--- src/csss_pkg.sv ---
package csss_pkg;

  // ---------------------------------------------------------------
  // register map
  // ---------------------------------------------------------------
  localparam logic [3:0] PLL_CSR_OFS = 4'h0;
  localparam logic [3:0] STATUS_OFS = 4'h4;
  localparam int LOCK_BIT = 0;
  localparam int PLL_ENABLE_BIT_BIT = 1;
  localparam int T1SEL_LSB = 2;
  localparam int SAT_BIT = 4;
  localparam int ST_SRC_LSB = 0;
  localparam int ST_OWN_IN = 3;
  localparam int ST_OWN_OUT = 4;
  localparam int ST_AMP_LSB = 5;
  localparam int ST_FSM_LSB = 8;
  localparam int ST_MULT_LSB = 16;
  localparam int ST_SAT_LSB = 24;

  // ---------------------------------------------------------------
  // fuse defaults and fixed figures
  // ---------------------------------------------------------------
  localparam logic FUSE_PLL_CLOCK_FUSE_DFLT = 1'h1;
  localparam logic [3:0] FUSE_CLOCK_SOURCE_FUSES_DFLT = 4'h1;
  localparam logic [1:0] FUSE_SUT_DFLT = 2'h2;
  localparam logic [7:0] PLL_MULT = 8'h40;
  localparam logic [7:0] PCK_SAT_MHZ = 8'h46;
  localparam int CNT_W = 17;
  localparam logic [16:0] CK_6 = 17'h00006;
  localparam logic [16:0] CK_18 = 17'h00012;
  localparam logic [16:0] CK_258 = 17'h00102;
  localparam logic [16:0] CK_1K = 17'h00400;
  localparam logic [1:0] SAMPLE_WAIT = 2'h2;

  // ---------------------------------------------------------------
  // enumerations
  // ---------------------------------------------------------------
  typedef enum logic [2:0] {
    SRC_EXT_CLK = 3'h0,
    SRC_INT_RC = 3'h1,
    SRC_EXT_RC = 3'h2,
    SRC_LF_XTAL = 3'h3,
    SRC_XTAL = 3'h4,
    SRC_PLL = 3'h5
  } csss_src_type;

  typedef enum logic [2:0] {
    CK6 = 3'h0, CK18 = 3'h1, CK258 = 3'h2,
    CK1K = 3'h3, CK16K = 3'h4, CK32K = 3'h5
  } csss_ck_type;

  typedef enum logic [1:0] {
    DLY_NONE = 2'h0, DLY_4K = 2'h1, DLY_64K = 2'h2
  } csss_dly_type;

  typedef enum logic [1:0] {
    SLP_IDLE = 2'h0, SLP_ADC_NR = 2'h1, SLP_PWR_DOWN = 2'h2,
    SLP_STANDBY = 2'h3
  } csss_sleep_type;

  typedef enum logic [2:0] {
    ST_SAMPLE = 3'h0, ST_CLK_DLY = 3'h1, ST_RST_DLY = 3'h2,
    ST_RUN = 3'h3, ST_SLEEP = 3'h4
  } csss_state_type;

  localparam logic [1:0] AMP_LOW = 2'h0;
  localparam logic [1:0] AMP_MID = 2'h1;
  localparam logic [1:0] AMP_HIGH = 2'h2;
  localparam logic [1:0] AMP_NONE = 2'h3;

endpackage : csss_pkg

--- src/csss_pll_if.sv ---
interface csss_pll_if;
  logic run;
  logic [1:0] ref_div;
  logic rc_tick;
  logic over_nominal;
  logic locked;
  logic saturated;
  modport ctl(output run, ref_div, rc_tick, over_nominal,
              input locked, saturated);
  modport pll(input run, ref_div, rc_tick, over_nominal,
              output locked, saturated);
endinterface // csss_pll_if

--- src/csss_pll.sv ---
module csss_pll
  import csss_pkg::*;
#(
  parameter int unsigned LOCK_REFS = 16
) (
  // clock and reset
  input wire logic sys_clk,
  input wire logic rst_n,
  // control side
  csss_pll_if.pll pl
);

  if (LOCK_REFS < 1 || LOCK_REFS > 255) begin : g_bad_lock
    $error("LOCK_REFS must be 1 to 255");
  end

  logic [2:0] div_q;
  logic [7:0] lock_cnt_q;
  logic locked_q;
  logic sat_q;

  // ---------------------------------------------------------------
  // reference divider and lock detect
  // ---------------------------------------------------------------
  // divide rc down
  wire [2:0] div_last = 3'((4'h1 << pl.ref_div) - 4'h1);
  wire ref_tick = pl.rc_tick && (div_q == div_last);
  wire lock_done = (lock_cnt_q == 8'(LOCK_REFS));

  always_ff @(posedge sys_clk or negedge rst_n) begin
    if (!rst_n) begin
      div_q <= 3'h0;
    end else if (!pl.run) begin
      div_q <= 3'h0;
    end else if (pl.rc_tick) begin
      div_q <= ref_tick ? 3'h0 : div_q + 3'h1;
    end
  end

  always_ff @(posedge sys_clk or negedge rst_n) begin
    if (!rst_n) begin
      lock_cnt_q <= 8'h00;
    end else if (!pl.run || pl.over_nominal) begin
      lock_cnt_q <= 8'h00;
    end else if (ref_tick && !lock_done) begin
      lock_cnt_q <= lock_cnt_q + 8'h01;
    end
  end

  always_ff @(posedge sys_clk or negedge rst_n) begin
    if (!rst_n) begin
      locked_q <= 1'h0;
      sat_q <= 1'h0;
    end else begin
      locked_q <= pl.run && !pl.over_nominal && lock_done;
      sat_q <= pl.run && pl.over_nominal;
    end
  end

  assign pl.locked = locked_q;
  assign pl.saturated = sat_q;
endmodule // csss_pll

--- src/csss_top.sv ---
// What this block does
// - core clock gated off stops all core activity.
// - timers and serial unit on io clock; async irq sense when gated.
// - program memory clock runs and stops with the core clock.
// - converter clock keeps running in adc noise reduction sleep while core and io are gated.
// - fast peripheral clock is 64 times a 1 MHz reference.
// - pll reference is rc oscillator divided down to 1 MHz.
// - second timer may count on fast clock or its prescaled form.
// - reference above nominal saturates fast clock, unlocked.
// - pll runs only when enable bit set or pll fuse is 0.
// - lock flag readable by software once pll is locked.
// - power-down and standby stop rc oscillator and pll.
// - source fuses and pll fuse pick the system clock source.
// - oscillator pin ownership follows the selected source.
// - wake from power-down waits a count of source cycles.
// - start from reset adds 0, 4096 or 65536 watchdog cycles.
// - fuse defaults: pll fuse 1, source 0001, start-up 10.
// - crystal mode upper source bits select amplifier range.
// - crystal start-up count 258, 1K or 16K from fuse triple.
// - crystal reset delay none, 4K or 64K from fuse triple.
//
// Local design decisions: the Avalon-MM slave port and the placing of the registers.
module csss_top
  import csss_pkg::*;
#(
  parameter int unsigned WDT_4K_CYC = 4096,
  parameter int unsigned WDT_64K_CYC = 65536,
  parameter int unsigned CK_16K_CYC = 16384,
  parameter int unsigned CK_32K_CYC = 32768,
  parameter int unsigned LOCK_REFS = 16
) (
  // clock and reset
  input wire logic sys_clk,
  input wire logic rst_n,
  // configuration fuses
  input wire logic pll_clock_fuse,
  input wire logic [3:0] clock_source_fuses,
  input wire logic [1:0] startup_time_fuses,
  // oscillator ticks and wake events
  input wire logic src_tick,
  input wire logic wdt_tick,
  input wire logic rc_tick,
  input wire logic wake_irq,
  input wire logic ref_above_nominal,
  // sleep request from core
  input wire logic sleep_req,
  input wire logic [1:0] sleep_mode,
  // avalon-mm slave
  input wire logic [3:0] avs_address,
  input wire logic avs_read,
  input wire logic avs_write,
  input wire logic [31:0] avs_writedata,
  input wire logic [3:0] avs_byteenable,
  output logic [31:0] avs_readdata,
  output logic avs_waitrequest,
  // clock domain gating
  output logic core_clk_en_q,
  output logic io_clk_en_q,
  output logic flash_clk_en_q,
  output logic adc_clk_en_q,
  output logic async_irq_sense_q,
  output logic rc_osc_en_q,
  output logic pll_run_q,
  output logic [1:0] t1_clk_sel_q,
  // source and oscillator pins
  output logic [2:0] clk_src_q,
  output logic osc_in_own_q,
  output logic osc_out_own_q,
  output logic [1:0] amp_range_q
);

  localparam int unsigned CNT_MAX = 2 ** CNT_W;
  if (WDT_4K_CYC < 1 || WDT_64K_CYC < 1 || CK_16K_CYC < 1 ||
      CK_32K_CYC < 1 || WDT_4K_CYC >= CNT_MAX ||
      WDT_64K_CYC >= CNT_MAX || CK_16K_CYC >= CNT_MAX ||
      CK_32K_CYC >= CNT_MAX) begin : g_bad_cnt
    $error("start-up counts out of range");
  end

  // ---------------------------------------------------------------
  // decode functions
  // ---------------------------------------------------------------
  // source select
  function automatic csss_src_type src_of(input logic pk,
                                          input logic [3:0] cs);
    if (!pk) return (cs == 4'h1) ? SRC_PLL : SRC_INT_RC;
    if (cs == 4'h0) return SRC_EXT_CLK;
    if (cs <= 4'h4) return SRC_INT_RC;
    if (cs <= 4'h8) return SRC_EXT_RC;
    if (cs == 4'h9) return SRC_LF_XTAL;
    return SRC_XTAL;
  endfunction

  function automatic csss_ck_type ck_of(input csss_src_type s,
                                        input logic [2:0] k);
    case (s)
      SRC_XTAL: return (k <= 3'h1) ? CK258 : (k <= 3'h4) ? CK1K : CK16K;
      SRC_LF_XTAL: return (k[1:0] == 2'h0 || k[1:0] == 2'h1) ? CK1K
                          : CK32K;
      SRC_EXT_RC: return (k[1:0] == 2'h3) ? CK6 : CK18;
      default: return CK6;
    endcase
  endfunction

  function automatic csss_dly_type dly_of(input csss_src_type s,
                                          input logic [2:0] k);
    case (s)
      SRC_XTAL: begin
        if (k == 3'h2 || k == 3'h5) return DLY_NONE;
        if (k == 3'h0 || k == 3'h3 || k == 3'h6) return DLY_4K;
        return DLY_64K;
      end
      SRC_LF_XTAL: return (k[1:0] == 2'h0) ? DLY_4K : DLY_64K;
      SRC_EXT_RC: begin
        if (k[1:0] == 2'h0) return DLY_NONE;
        return (k[1:0] == 2'h2) ? DLY_64K : DLY_4K;
      end
      default: begin
        if (k[1:0] == 2'h0) return DLY_NONE;
        return (k[1:0] == 2'h1) ? DLY_4K : DLY_64K;
      end
    endcase
  endfunction

  function automatic logic [CNT_W-1:0] ck_cycles(input csss_ck_type c);
    case (c)
      CK6: return CK_6;
      CK18: return CK_18;
      CK258: return CK_258;
      CK1K: return CK_1K;
      CK16K: return CNT_W'(CK_16K_CYC - 1) + 17'h00001;
      default: return CNT_W'(CK_32K_CYC - 1) + 17'h00001;
    endcase
  endfunction

  // ---------------------------------------------------------------
  // input synchronisers
  // ---------------------------------------------------------------
  logic [4:0] s1_q, s2_q, s3_q;
  logic [6:0] f1_q, f2_q;

  always_ff @(posedge sys_clk or negedge rst_n) begin
    if (!rst_n) begin
      s1_q <= 5'h00;
      s2_q <= 5'h00;
      s3_q <= 5'h00;
      f1_q <= 7'h00;
      f2_q <= 7'h00;
    end else begin
      s1_q <= {ref_above_nominal, wake_irq, rc_tick, wdt_tick, src_tick};
      s2_q <= s1_q;
      s3_q <= s2_q;
      f1_q <= {pll_clock_fuse, clock_source_fuses, startup_time_fuses};
      f2_q <= f1_q;
    end
  end

  wire src_edge = s2_q[0] && !s3_q[0];
  wire wdt_edge = s2_q[1] && !s3_q[1];
  wire rc_edge = s2_q[2] && !s3_q[2];
  wire wake = s2_q[3];
  wire over_nom = s2_q[4];

  // ---------------------------------------------------------------
  // fuse capture
  // ---------------------------------------------------------------
  csss_state_type state_q, state_d;
  logic [CNT_W-1:0] cnt_q, cnt_d;
  logic fz_pk_q;
  logic [3:0] fz_cs_q;
  logic [1:0] fz_sut_q;
  logic rst_path_q, rst_path_d;
  csss_sleep_type mode_q;

  wire sample_done = (state_q == ST_SAMPLE) &&
                     (cnt_q[1:0] == SAMPLE_WAIT);

  always_ff @(posedge sys_clk or negedge rst_n) begin
    if (!rst_n) begin
      fz_pk_q <= FUSE_PLL_CLOCK_FUSE_DFLT;
      fz_cs_q <= FUSE_CLOCK_SOURCE_FUSES_DFLT;
      fz_sut_q <= FUSE_SUT_DFLT;
    end else if (sample_done) begin
      {fz_pk_q, fz_cs_q, fz_sut_q} <= f2_q;
    end
  end

  wire csss_src_type src = src_of(fz_pk_q, fz_cs_q);
  wire [2:0] su_key = {fz_cs_q[0], fz_sut_q};
  wire [CNT_W-1:0] ck_target = ck_cycles(ck_of(src, su_key));
  wire csss_dly_type dly = dly_of(src, su_key);
  wire [CNT_W-1:0] dly_target = (dly == DLY_4K) ?
    CNT_W'(WDT_4K_CYC - 1) + 17'h00001 :
    CNT_W'(WDT_64K_CYC - 1) + 17'h00001;
  wire deep_mode = (mode_q == SLP_PWR_DOWN) || (mode_q == SLP_STANDBY);

  // ---------------------------------------------------------------
  // start-up and sleep sequencer
  // ---------------------------------------------------------------
  always_comb begin
    state_d = state_q;
    cnt_d = cnt_q;
    rst_path_d = rst_path_q;
    case (state_q)
      ST_SAMPLE: begin
        cnt_d = sample_done ? '0 : cnt_q + 17'h00001;
        if (sample_done) state_d = ST_CLK_DLY;
      end
      ST_CLK_DLY: begin
        if (src_edge) begin
          cnt_d = cnt_q + 17'h00001;
          if (cnt_q + 17'h00001 >= ck_target) begin
            cnt_d = '0;
            state_d = (rst_path_q && dly != DLY_NONE) ? ST_RST_DLY
                      : ST_RUN;
          end
        end
      end
      ST_RST_DLY: begin
        if (wdt_edge) begin
          cnt_d = cnt_q + 17'h00001;
          if (cnt_q + 17'h00001 >= dly_target) begin
            cnt_d = '0;
            state_d = ST_RUN;
          end
        end
      end
      ST_RUN: begin
        rst_path_d = 1'h0;
        if (sleep_req) state_d = ST_SLEEP;
      end
      ST_SLEEP: begin
        if (wake) state_d = deep_mode ? ST_CLK_DLY : ST_RUN;
      end
      default: state_d = ST_SAMPLE;
    endcase
  end

  always_ff @(posedge sys_clk or negedge rst_n) begin
    if (!rst_n) begin
      state_q <= ST_SAMPLE;
      cnt_q <= '0;
      rst_path_q <= 1'h1;
      mode_q <= SLP_IDLE;
    end else begin
      state_q <= state_d;
      cnt_q <= cnt_d;
      rst_path_q <= rst_path_d;
      if (state_q == ST_RUN && sleep_req) begin
        mode_q <= csss_sleep_type'(sleep_mode);
      end
    end
  end

  // ---------------------------------------------------------------
  // avalon-mm slave and registers
  // ---------------------------------------------------------------
  logic pll_enable_bit_q;
  logic lock_q;
  logic sat_q;
  csss_pll_if pl();

  wire req = avs_read || avs_write;
  wire accept = req && !avs_waitrequest;
  wire hit_csr = (avs_address == PLL_CSR_OFS);
  wire hit_st = (avs_address == STATUS_OFS);
  wire [31:0] csr_word = 32'({sat_q, t1_clk_sel_q, pll_enable_bit_q, lock_q});
  wire [31:0] st_word =
    (32'(lock_q ? PLL_MULT : 8'h00) << ST_MULT_LSB) |
    (32'(sat_q ? PCK_SAT_MHZ : 8'h00) << ST_SAT_LSB) |
    (32'(state_q) << ST_FSM_LSB) | (32'(amp_range_q) << ST_AMP_LSB) |
    (32'(osc_out_own_q) << ST_OWN_OUT) |
    (32'(osc_in_own_q) << ST_OWN_IN) | (32'(clk_src_q) << ST_SRC_LSB);
  wire [31:0] rd_mux = hit_csr ? csr_word : hit_st ? st_word : 32'h0;
  wire csr_wr = accept && avs_write && hit_csr && avs_byteenable[0];

  always_ff @(posedge sys_clk or negedge rst_n) begin
    if (!rst_n) begin
      avs_waitrequest <= 1'h1;
      avs_readdata <= 32'h0;
    end else begin
      avs_waitrequest <= !(req && avs_waitrequest);
      if (req && avs_waitrequest) avs_readdata <= rd_mux;
    end
  end

  always_ff @(posedge sys_clk or negedge rst_n) begin
    if (!rst_n) begin
      pll_enable_bit_q <= 1'h0;
      t1_clk_sel_q <= 2'h0;
    end else if (csr_wr) begin
      pll_enable_bit_q <= avs_writedata[PLL_ENABLE_BIT_BIT];
      t1_clk_sel_q <= avs_writedata[T1SEL_LSB +: 2];
    end
  end

  always_ff @(posedge sys_clk or negedge rst_n) begin
    if (!rst_n) begin
      lock_q <= 1'h0;
      sat_q <= 1'h0;
    end else begin
      lock_q <= pl.locked;
      sat_q <= pl.saturated;
    end
  end

  // ---------------------------------------------------------------
  // pll control
  // ---------------------------------------------------------------
  // enable bit or fuse
  wire pll_want = pll_enable_bit_q || !fz_pk_q;
  // deep sleep stops rc
  // next sleep mode, so an old deep mode cannot stop rc on idle entry
  wire [1:0] mode_nx = (state_q == ST_RUN && sleep_req) ?
                       sleep_mode : mode_q;
  wire rc_on_d = !(state_d == ST_SLEEP && mode_nx[1]);
  wire pll_run_d = pll_want && rc_on_d && (state_q != ST_SAMPLE);

  assign pl.ref_div = (src == SRC_INT_RC) ?
                      2'(fz_cs_q[1:0] - 2'h1) : 2'h0;
  assign pl.run = pll_run_q;
  assign pl.rc_tick = rc_edge;
  assign pl.over_nominal = over_nom;

  csss_pll #(
    .LOCK_REFS(LOCK_REFS)
  ) u_pll (
    .sys_clk(sys_clk),
    .rst_n(rst_n),
    .pl(pl.pll)
  );

  // ---------------------------------------------------------------
  // clock gating and pin ownership
  // ---------------------------------------------------------------
  wire run_d = (state_d == ST_RUN);
  wire slp_d = (state_d == ST_SLEEP);
  csss_sleep_type mode_n;
  assign mode_n = csss_sleep_type'(mode_nx);
  wire io_d = run_d || (slp_d && mode_n == SLP_IDLE);
  wire adc_d = io_d || (slp_d && mode_n == SLP_ADC_NR);

  always_ff @(posedge sys_clk or negedge rst_n) begin
    if (!rst_n) begin
      core_clk_en_q <= 1'h0;
      flash_clk_en_q <= 1'h0;
      io_clk_en_q <= 1'h0;
      adc_clk_en_q <= 1'h0;
      async_irq_sense_q <= 1'h1;
      rc_osc_en_q <= 1'h1;
      pll_run_q <= 1'h0;
    end else begin
      core_clk_en_q <= run_d;
      flash_clk_en_q <= run_d;
      io_clk_en_q <= io_d;
      async_irq_sense_q <= !io_d;
      adc_clk_en_q <= adc_d;
      rc_osc_en_q <= rc_on_d;
      pll_run_q <= pll_run_d;
    end
  end

  always_ff @(posedge sys_clk or negedge rst_n) begin
    if (!rst_n) begin
      clk_src_q <= 3'h1;
      osc_in_own_q <= 1'h0;
      osc_out_own_q <= 1'h0;
      amp_range_q <= AMP_NONE;
    end else begin
      clk_src_q <= src;
      osc_in_own_q <= !(src == SRC_INT_RC || src == SRC_PLL);
      osc_out_own_q <= (src == SRC_XTAL || src == SRC_LF_XTAL);
      amp_range_q <= (src != SRC_XTAL) ? AMP_NONE :
                     (fz_cs_q[3:1] == 3'h5) ? AMP_LOW :
                     (fz_cs_q[3:1] == 3'h6) ? AMP_MID : AMP_HIGH;
    end
  end
endmodule // csss_top

--- config.mk ---
export PLATFORM = sky130hd
export DESIGN_NAME = csss_top
export DESIGN_NICKNAME = d
export VERILOG_FILES = /design/src/csss_pkg.sv /design/src/csss_pll_if.sv /design/src/csss_pll.sv /design/src/csss_top.sv
export SDC_FILE = /design/constraint.sdc
export NUM_CORES = 1
export LEC_CHECK = 0
export BUFFER_PORTS_ARGS = -buffer_cell sky130_fd_sc_hd__buf_2
export CORE_UTILIZATION = 30
export CTS_BUF_LIST = sky130_fd_sc_hd__clkbuf_2 sky130_fd_sc_hd__clkbuf_4 sky130_fd_sc_hd__clkbuf_8
export DETAILED_ROUTE_END_ITERATION = 12
export SETUP_SLACK_MARGIN = 0.3
export SKIP_LAST_GASP = 1
export SYNTH_ARGS = -nofsm -noshare
export SYNTH_HDL_FRONTEND = slang
export SYNTH_SLANG_ARGS = --single-unit
--- constraint.sdc ---
create_clock -name sys_clk -period 9.1 [get_ports sys_clk]
set_clock_uncertainty 0.05 [all_clocks]
set_input_delay 1.365 -clock sys_clk [delete_from_list [all_inputs] [get_ports sys_clk]]
set_output_delay 1.365 -clock sys_clk [all_outputs]
set_load 0.02 [all_outputs]
==> flow_metrics.tcl, run 1 <==
set metrics [dict create \
    finalMaxSlewViolations 0 \
    root_buffer "clkbuf_8" \
    holdCritStartpoint "s1_q[1]$_DFF_PN0_" \
    crit_arrival_ns 4.66 \
    syn_inst 539 \
    relSlewSlack_pct 25.7 \
    endpoint_kind "register" \
    stdcell_count 804 \
    ys_ff_latch 101 \
    firstDrtPassIters 4 \
    placed_cell_area_um2 5620 \
    h-tree-depth 3 \
    core-area_um2 17200 \
    antenna_found_initial 0 \
    async_flop_share_pct 100 \
    grt_overflow 0 \
    port_buffers 57 \
    cts_setup_buffers 0 \
    startpoint_type "register" \
    diodes 0 \
    dieArea_um2 18100 \
    setup_viol 0 \
    finalHoldViolCount 0 \
    avgSynthCellArea_um2 9.77 \
    grt_max_degree 91 \
    worstPathMaxFanout 10 \
    outcome "finished clean" \
    synth.yosys.seq_area_share_pct 48.2 \
    power.density_nw_per_um2 263 \
    cts.clk_slew.worst_paths_ns 0.10 \
    tns_ns 0 \
    post_cts_resized 0 \
    crit_chain "inv_1, ha_1, nor2b_1, mux2_2, nand2_1, inv_1, nor2_1, o32a_1, ha_1, nand2_1, mux2i_1, or4_1, a211oi_2, o21ai_1, o21ai_0" \
    drc 0 \
    maxCapViolations 0 \
    dp.cells 788 \
    detailedRoute.firstIterationViolations 229 \
    synth_flop_cell "dfrtp_1" \
    synth_edf_count 0 \
    grt_pass1_wl_um 18600 \
    vias_per_cell 4.97 \
    numCtsBuffers 9 \
    critical-path-top-delay-family "compound AO/OA/AOI/OAI gates" \
    std_cell_rows 48 \
    finalInstanceArea_um2 5830 \
    synth_cell_types 67 \
    clock_sinks 101 \
    area_growth_pct 10.7 \
    rsz0062_at_grt "no" \
    io_pins 108 \
    tightestPinTransition_ns 1.11 \
    critPathKind "reg2reg" \
    r2r-start "fz_cs_q[0]$_DFFE_PN1P_" \
    ff2ff_setup_slack_ns 4.68 \
    fp.dieH_um 134 \
    crit_buf_inv 2 \
    start_util_pct 30.6 \
    clk_latency_ns 0.38 \
    drt-wirelength-per-cell_um 14.1 \
    dp_hpwl_um 8350 \
    syn-cell-area_um2 5270 \
    ant_nets 0 \
    yosysWarnings 0 \
    postCtsHoldBufs 0 \
    vias 3997 \
    finalCritPeriodShare_pct 48.6 \
    maxClockFrequency_mhz 226 \
    final_cell_mix "dfrtp_1, nand2_1, buf_2" \
    min_period_ns 4.42 \
    max_stage_delay_ns 0.65 \
    whs_path_depth 0 \
    nNetsFinal 649 \
    holdPathEnd "s2_q[1]$_DFF_PN0_" \
    grt_usage_pct 12.9 \
    cts_buffer_depth 2 \
    grt_pass1_vias 3812 \
    power.leakage_nw 2.59 \
    max-vdd-ir-drop_mv 0.0885 \
    reg2reg_depth 15 \
    required_ns 9.34 \
    die_w_um 134 \
    tritoncts "done" \
    hold_class "reg2reg" \
    gp_congestion 0.860 \
    hold_ws_ns 0.304 \
    nFillCells 1692 \
    final_common_cell "dfrtp_1" \
    cp_slowest_cell "dfstp_2" \
    drt_wl_total_um 11300 \
    rr_endpoint "cnt_q[8]$_DFFE_PN0P_" \
    drive_above_1_share_pct 18.0 \
]
[worst max path at each step]
stage,depth (start not counted),slack (ns),start,to
finish,15,4.68,fz_cs_q[0]$_DFFE_PN1P_,cnt_q[8]$_DFFE_PN0P_
global route,15,4.39,fz_cs_q[0]$_DFFE_PN1P_,cnt_q[1]$_DFFE_PN0P_
CTS,15,4.70,fz_cs_q[0]$_DFFE_PN1P_,cnt_q[8]$_DFFE_PN0P_
detailed placement,15,4.71,fz_cs_q[0]$_DFFE_PN1P_,cnt_q[15]$_DFFE_PN0P_
global placement,15,4.82,fz_cs_q[0]$_DFFE_PN1P_,cnt_q[1]$_DFFE_PN0P_
floorplan,14,4.99,fz_cs_q[0]$_DFFE_PN1P_,async_irq_sense_q$_DFF_PN1_
[stage by stage]
step           util (%)  total power, W  setup WS [ns]
6_report           33.8         0.00153           4.68
5_1_grt            33.8         0.00165           4.39
4_1_cts            33.8         0.00154           4.70
3_5_place_dp       32.6         0.00124           4.71
3_3_place_gp       32.6         0.00122           4.82
2_1_floorplan         -         0.00109           4.99
[cell usage after synthesis, drive strengths merged (2+ instances only)]
master	n	area share, %
nand3	22	2.2
dfrtp	91	43
and3	2	0.24
nand3b	3	0.43
a21boi	2	0.29
o41ai	3	0.50
o21ai	45	4.3
or4	2	0.29
nor2b	9	1.1
xor2	7	1.2
or2	2	0.24
nor3	12	1.4
a211oi	2	0.38
mux2	5	1.1
buf	34	4.5
o211ai	5	0.71
a21oi	20	1.9
nand2b	8	0.95
nand2	69	4.9
a22oi	8	1.1
a221o	2	0.38
a211o	3	0.50
o31ai	6	0.86
and2	7	0.83
o31a	3	0.50
nor2	18	1.3
a31oi	4	0.48
inv	23	1.6
ha	16	3.8
dfstp	10	5.0
mux2i	7	1.3
o21a	4	0.57
nand4	12	2.0
clkbuf	18	1.3
nor4b	4	0.95
o221ai	2	0.33
or3	10	1.2
xnor2	11	1.8
nor4	9	1.4
a31o	2	0.33
[cell families after synthesis]
| family | share of synthesized area [%] |
|---|---|
| other | 0.0712 |
| and+or+nand+nor | 19.9 |
| DFF | 48.2 |
| AOI/OAI and AO/OA | 15.2 |
| buffers and inverters | 7.39 |
| adders and majority gates | 3.80 |
| xor gates and xnor gates | 2.99 |
| muxes | 2.40 |
[worst register-to-register path, delay by kind of cell, from the launching register on]
| kind | cells | cell delay (ns) |
|---|---|---|
| DFF | 1 | 0.65 |
| muxes | 2 | 0.29 |
| AOI/OAI and AO/OA | 4 | 1.30 |
| adders and majority gates | 2 | 0.63 |
| buffers and inverters | 2 | 0.33 |
| and+or+nand+nor | 5 | 1.07 |
[where the power goes]
group          switching (W)  internal, W  total [W]
clock               0.000159     0.000141   0.000300
sequential          0.000104     0.000533   0.000637
combinational       0.000371     0.000225   0.000596
[area by class of cell]
class,instances,area (um^2),share of cell area [%]
sequential,101,2540,43.6
multi-input combinational,380,2410,41.3
timing repair buffer,59,303,5.19
tap,225,282,4.83
clock buffer,11,145,2.49
inverter,23,86.3,1.48
clock inverter,5,66.3,1.14
[flip-flops by register name (all words and copies together) (netlist names), 4 cells and up]
signal,flops
avs_readdata,12
cnt_q,17
f1_q,7
f2_q,7
fz_cs_q,4
s1_q,5
s2_q,5
u_pll.lock_cnt_q,8
[layer usage]
layer | GRT usage (%) | share of wire (%)
met5 | 0 | 0
met3 | 2.52 | 4.9
met1 | 17.5 | 47
met2 | 19.5 | 45
met4 | 6.93 | 2.6
Note: power is estimated with default switching activity, not from simulation.
==> inputs of run 2 (changes only) <==
==> constraint.sdc (replaced) <==
create_clock -name sys_clk -period 3.8 [get_ports sys_clk]
set_clock_uncertainty 0.05 [all_clocks]
set_input_delay 0.57 -clock sys_clk [delete_from_list [all_inputs] [get_ports sys_clk]]
set_output_delay 0.57 -clock sys_clk [all_outputs]
set_load 0.02 [all_outputs]
==> flow_metrics.tcl, run 2 (same netlist as run 1, synthesis figures left out) <==
set metrics [dict create \
    postCtsHoldBufs 0 \
    cts_buffer_depth 2 \
    io_pins 108 \
    tightestPinTransition_ns 1.07 \
    max_stage_delay_ns 0.50 \
    area_growth_pct 20.8 \
    finalCritPeriodShare_pct 95.4 \
    power.density_nw_per_um2 658 \
    crit_buf_inv 2 \
    critical-path-top-delay-family "compound AO/OA/AOI/OAI gates" \
    antenna_found_initial 0 \
    drt-wirelength-per-cell_um 14.6 \
    gp_congestion 0.843 \
    grt_overflow 0 \
    largestRegisters "cnt_q (17), avs_readdata (12), u_pll.lock_cnt_q (8)" \
    numCtsBuffers 9 \
    grt_usage_pct 14.5 \
    setup_slack_ns 0.174 \
    firstDrtPassIters 4 \
    p_sw_share_pct 41.8 \
    required_ns 4.06 \
    nNetsFinal 698 \
    p_seq_share_pct 35.6 \
    switching_power_w 0.00175 \
    regMostFlops "cnt_q" \
    rsz0062_at_grt "yes" \
    start_util_pct 30.6 \
    fp.dieH_um 134 \
    final_cell_mix "dfrtp_1, nand2_1, buf_2" \
    drive_above_1_share_pct 29.6 \
    p_clk_share_pct 15.6 \
    vias 4209 \
    grt_pass1_wl_um 20500 \
    dp_hpwl_um 9180 \
    hold_class "in2async" \
    pwr-share-comb_pct 48.8 \
    h-tree-depth 3 \
    crit_chain "buf_4, ha_2, buf_4, nand2b_1, a221o_1, a32oi_1, o32a_1, ha_4, nand2_1, mux2i_1, or4_4, a2111o_1, nor4b_4, o31a_1" \
    min_period_ns 3.63 \
    path_common_cell "buf_4" \
    dieArea_um2 18100 \
    grt_pass1_vias 4096 \
    finalHoldViolCount 0 \
    clock_sinks 101 \
    startpoint_type "register" \
    std_cell_rows 48 \
    cts.clk_slew.worst_paths_ns 0.10 \
    tritoncts "done" \
    setup_viol 0 \
    dp_slack_ns 0.0202 \
    power.leakage_nw 2.85 \
    core-area_um2 17200 \
    diodes 0 \
    hold_ws_ns 0.158 \
    fin_util_pct 36.9 \
    cp_slowest_cell "or4_4" \
    largest_reg_flops 17 \
    outcome "finished clean" \
    root_buffer "clkbuf_8" \
    finalMaxSlewViolations 0 \
    grt_max_degree 54 \
    detailedRoute.firstIterationViolations 236 \
    worstPathMaxFanout 4 \
    ff2ff_setup_slack_ns 0.17 \
    relSlewSlack_pct 28.2 \
    vias_per_cell 4.93 \
    final_common_cell "dfrtp_1" \
    clk_latency_ns 0.39 \
    endpoint_kind "register" \
    critPathKind "reg2reg" \
    maxClockFrequency_mhz 276 \
    crit_arrival_ns 3.89 \
    power.internal_w 0.00244 \
    ant_nets 0 \
    max-vdd-ir-drop_mv 0.234 \
    die_w_um 134 \
    port_buffers 57 \
    maxCapViolations 0 \
    drt_wl_total_um 12400 \
    drc 0 \
]
-- run 2: final cells by class --
| cell class | count | area, um^2 |
|---|---|---|
| repair buffers | 108 | 682 |
| clock buffers | 11 | 139 |
| inverters | 23 | 93.8 |
| multi-input cells | 380 | 2580 |
| fillers | 1719 | 10900 |
| well taps | 225 | 282 |
| clock inverters | 5 | 42.5 |
| flip-flops and latches | 101 | 2540 |
-- run 2: per-stage QoR --
stage	area (um^2)	power (W)	setup TNS [ns]	std cells
CTS	6250	0.00409	0	849
global placement	5950	0.00320	-0.00394	828
global route	6360	0.00450	0	853
floorplan	5390	0.00268	0	556
detailed placement	5950	0.00324	0	828
finish	6360	0.00419	0	853
-- run 2: power groups by stage --
stage	clock network [W]	logic, W	registers (W)
finish	0.000654	0.00204	0.00149
floorplan	0	0.00125	0.00143
global route	0.000726	0.00225	0.00152
detailed placement	0	0.00173	0.00151
CTS	0.000689	0.00191	0.00149
global placement	0	0.00170	0.00150
-- run 2: final timing paths --
kind / startpoint / endpoint / depth (start not counted)
max in group asynchronous: rst_n / async_irq_sense_q$_DFF_PN1_ / 2
min in group sys_clk: rc_tick / s1_q[2]$_DFF_PN0_ / 1
min: rst_n / cnt_q[7]$_DFFE_PN0P_ / 1
max: fz_cs_q[0]$_DFFE_PN1P_ / async_irq_sense_q$_DFF_PN1_ / 14
max reg2reg: fz_cs_q[0]$_DFFE_PN1P_ / async_irq_sense_q$_DFF_PN1_ / 14
min reg2reg: f1_q[6]$_DFF_PN0_ / f2_q[6]$_DFF_PN0_ / 0
-- run 2: worst reg2reg max path: cells and delay by family (launching register included) --
family	cells	cell delay (ns)
AO/OA/AOI/OAI	5	1.44
AND/OR/NAND/NOR	4	0.89
adder cells (fa/ha/maj)	2	0.42
flip-flops	1	0.40
buffers and inverters	2	0.27
multiplexers	1	0.07
-- run 2: per-layer routing --
metal / up-vias / track usage [%] / share of wire, %
met2: 94 / 22.6 / 47
li1: 2045 / - / -
met5: - / 0 / 0
met1: 2053 / 19.8 / 47
met3: 17 / 2.06 / 3.4
met4: 0 / 7.55 / 2.3
-- run 2: repair_timing --
item                                   CTS  global route
setup buffers                            5             4
pin swaps                                7            16
setup endpoints to repair               22            23
endpoints found under the hold margin    0             0
gates resized for setup                 23            25
==> inputs of run 3 (changes only) <==
--- a/config.mk
+++ b/config.mk
@@ -5,10 +5,10 @@
 export SDC_FILE = /design/constraint.sdc
 export NUM_CORES = 1
 export LEC_CHECK = 0
-export BUFFER_PORTS_ARGS = -buffer_cell sky130_fd_sc_hd__buf_2
 export CORE_UTILIZATION = 30
 export CTS_BUF_LIST = sky130_fd_sc_hd__clkbuf_2 sky130_fd_sc_hd__clkbuf_4 sky130_fd_sc_hd__clkbuf_8
 export DETAILED_ROUTE_END_ITERATION = 12
+export DONT_BUFFER_PORTS = 1
 export SETUP_SLACK_MARGIN = 0.3
 export SKIP_LAST_GASP = 1
 export SYNTH_ARGS = -nofsm -noshare
==> flow_metrics.tcl, run 3 (same netlist as run 1, synthesis figures left out) <==
set metrics [dict create \
    tritoncts "done" \
    power.leakage_nw 2.59 \
    hold_class "in2async" \
    rsz0062_at_grt "yes" \
    dp_slack_ns 0.0425 \
    cp_slowest_cell "dfstp_2" \
    startpoint_type "register" \
    regMostFlops "cnt_q" \
    outcome "finished clean" \
    io_pins 108 \
    port_buffers 0 \
    core-area_um2 17200 \
    path_common_cell "ha_4" \
    detailedRoute.firstIterationViolations 221 \
    fp.dieH_um 134 \
    grt_pass1_wl_um 19400 \
    grt_max_degree 102 \
    nNetsFinal 634 \
    drt_wl_total_um 12100 \
    dieArea_um2 18100 \
    die_w_um 134 \
    p_seq_share_pct 38.5 \
    crit_arrival_ns 3.88 \
    p_sw_share_pct 41.5 \
    final_common_cell "dfrtp_1" \
    vias_per_cell 4.98 \
    largest_reg_flops 17 \
    ant_nets 0 \
    firstDrtPassIters 5 \
    drc 0 \
    relSlewSlack_pct 25.9 \
    grt_usage_pct 13.7 \
    cts_buffer_depth 2 \
    dp_hpwl_um 8670 \
    start_util_pct 30.6 \
    setup_viol 0 \
    crit_chain "inv_6, ha_4, o21ba_4, mux2_4, nand2_4, inv_4, a32oi_2, o32a_1, ha_4, nand2_2, mux2i_1, or4_4, a2111o_1, nor4b_4, o31a_1" \
    setup_slack_ns 0.182 \
    power.internal_w 0.00243 \
    reg2reg_depth 15 \
    grt_overflow 0 \
    area_growth_pct 15.1 \
    maxClockFrequency_mhz 276 \
    power.density_nw_per_um2 685 \
    clock_sinks 101 \
    finalCritPeriodShare_pct 95.2 \
    maxCapViolations 0 \
    gp_congestion 0.848 \
    h-tree-depth 3 \
    required_ns 4.06 \
    switching_power_w 0.00172 \
    drt-wirelength-per-cell_um 15.3 \
    vias 3936 \
    root_buffer "clkbuf_8" \
    min_period_ns 3.62 \
    finalHoldViolCount 0 \
    max_stage_delay_ns 0.62 \
    endpoint_kind "register" \
    final_cell_mix "dfrtp_1, nand2_1, buf_4" \
    std_cell_rows 48 \
    p_clk_share_pct 17.5 \
    largestRegisters "cnt_q (17), avs_readdata (12), u_pll.lock_cnt_q (8)" \
    critPathKind "reg2reg" \
    clk_latency_ns 0.39 \
    tightestPinTransition_ns 1.11 \
    worstPathMaxFanout 5 \
    cts.clk_slew.worst_paths_ns 0.09 \
    grt_pass1_vias 3837 \
    finalMaxSlewViolations 0 \
    tns_ns 0 \
    drive_above_1_share_pct 22.3 \
    pwr-share-comb_pct 44.0 \
    antenna_found_initial 1 \
    max-vdd-ir-drop_mv 0.235 \
    numCtsBuffers 9 \
]
## run 3: metrics by stage
stage	utilization, %	total power (W)	instance area [um^2]	cells	hold slack, ns
2_1_floorplan	-	0.00268	5390	556	0.224
3_3_place_gp	32.7	0.00311	5630	766	0.232
3_5_place_dp	32.7	0.00317	5630	766	0.231
4_1_cts	34.6	0.00405	5960	789	0.0767
5_1_grt	35.2	0.00444	6060	790	0.0914
6_report	35.2	0.00415	6060	790	0.0438
## run 3: path summary, 6_finish.rpt
kind / startpoint / slack, ns / end
setup / recovery: fz_cs_q[0]$_DFFE_PN1P_ / 0.18 / async_irq_sense_q$_DFF_PN1_
hold / removal: rst_n / 0.04 / cnt_q[4]$_DFFE_PN0P_
setup reg to reg: fz_cs_q[0]$_DFFE_PN1P_ / 0.18 / async_irq_sense_q$_DFF_PN1_
hold reg to reg: f1_q[1]$_DFF_PN0_ / 0.31 / f2_q[1]$_DFF_PN0_
max in group asynchronous: rst_n / 3.21 / async_irq_sense_q$_DFF_PN1_
min in group sys_clk: rc_tick / 0.15 / s1_q[2]$_DFF_PN0_
## run 3: cell type report
cell class | instances | area (um^2)
clock inverters | 6 | 80.1
diodes | 1 | 2.50
inverters | 23 | 93.8
well taps | 225 | 282
multi-input cells | 380 | 2570
clock buffers | 10 | 131
flip-flops and latches | 101 | 2540
repair buffers | 44 | 358
fillers | 1710 | 11200
## run 3: critical path: cells and delay by family (launching register included)
kind | cells | cell delay [ns]
compound gates | 5 | 1.23
fa+ha+maj | 2 | 0.39
buf+inv | 2 | 0.09
flops | 1 | 0.62
mux | 2 | 0.35
simple gates | 4 | 0.82
## run 3: power by group through the flow
stage / clock network (W) / logic (W) / registers, W
final: 0.000726 / 0.00183 / 0.00160
after global routing: 0.000797 / 0.00201 / 0.00163
after CTS: 0.000754 / 0.00170 / 0.00159
after detailed placement: 0 / 0.00155 / 0.00162
after global placement: 0 / 0.00150 / 0.00161
after floorplan: 0 / 0.00125 / 0.00143
## run 3: repair_timing
action,4_1_cts,5_1_grt
resized for setup,20,29
hold buffers,1,0
hold endpoints to repair,101,0
cloned,0,0
endpoints found under the setup margin,23,23
buffers inserted,6,0
pin swaps,2,14
## run 3: layer usage
layer  vias to the layer above  global-route usage, %  part of all wire [%]
li1                       1911                      -                     -
met2                       100                   20.5                    45
met3                        17                   2.85                   5.0
met1                      1908                   18.8                    48
met5                         -                      0                     0
met4                         0                   6.49                   2.0
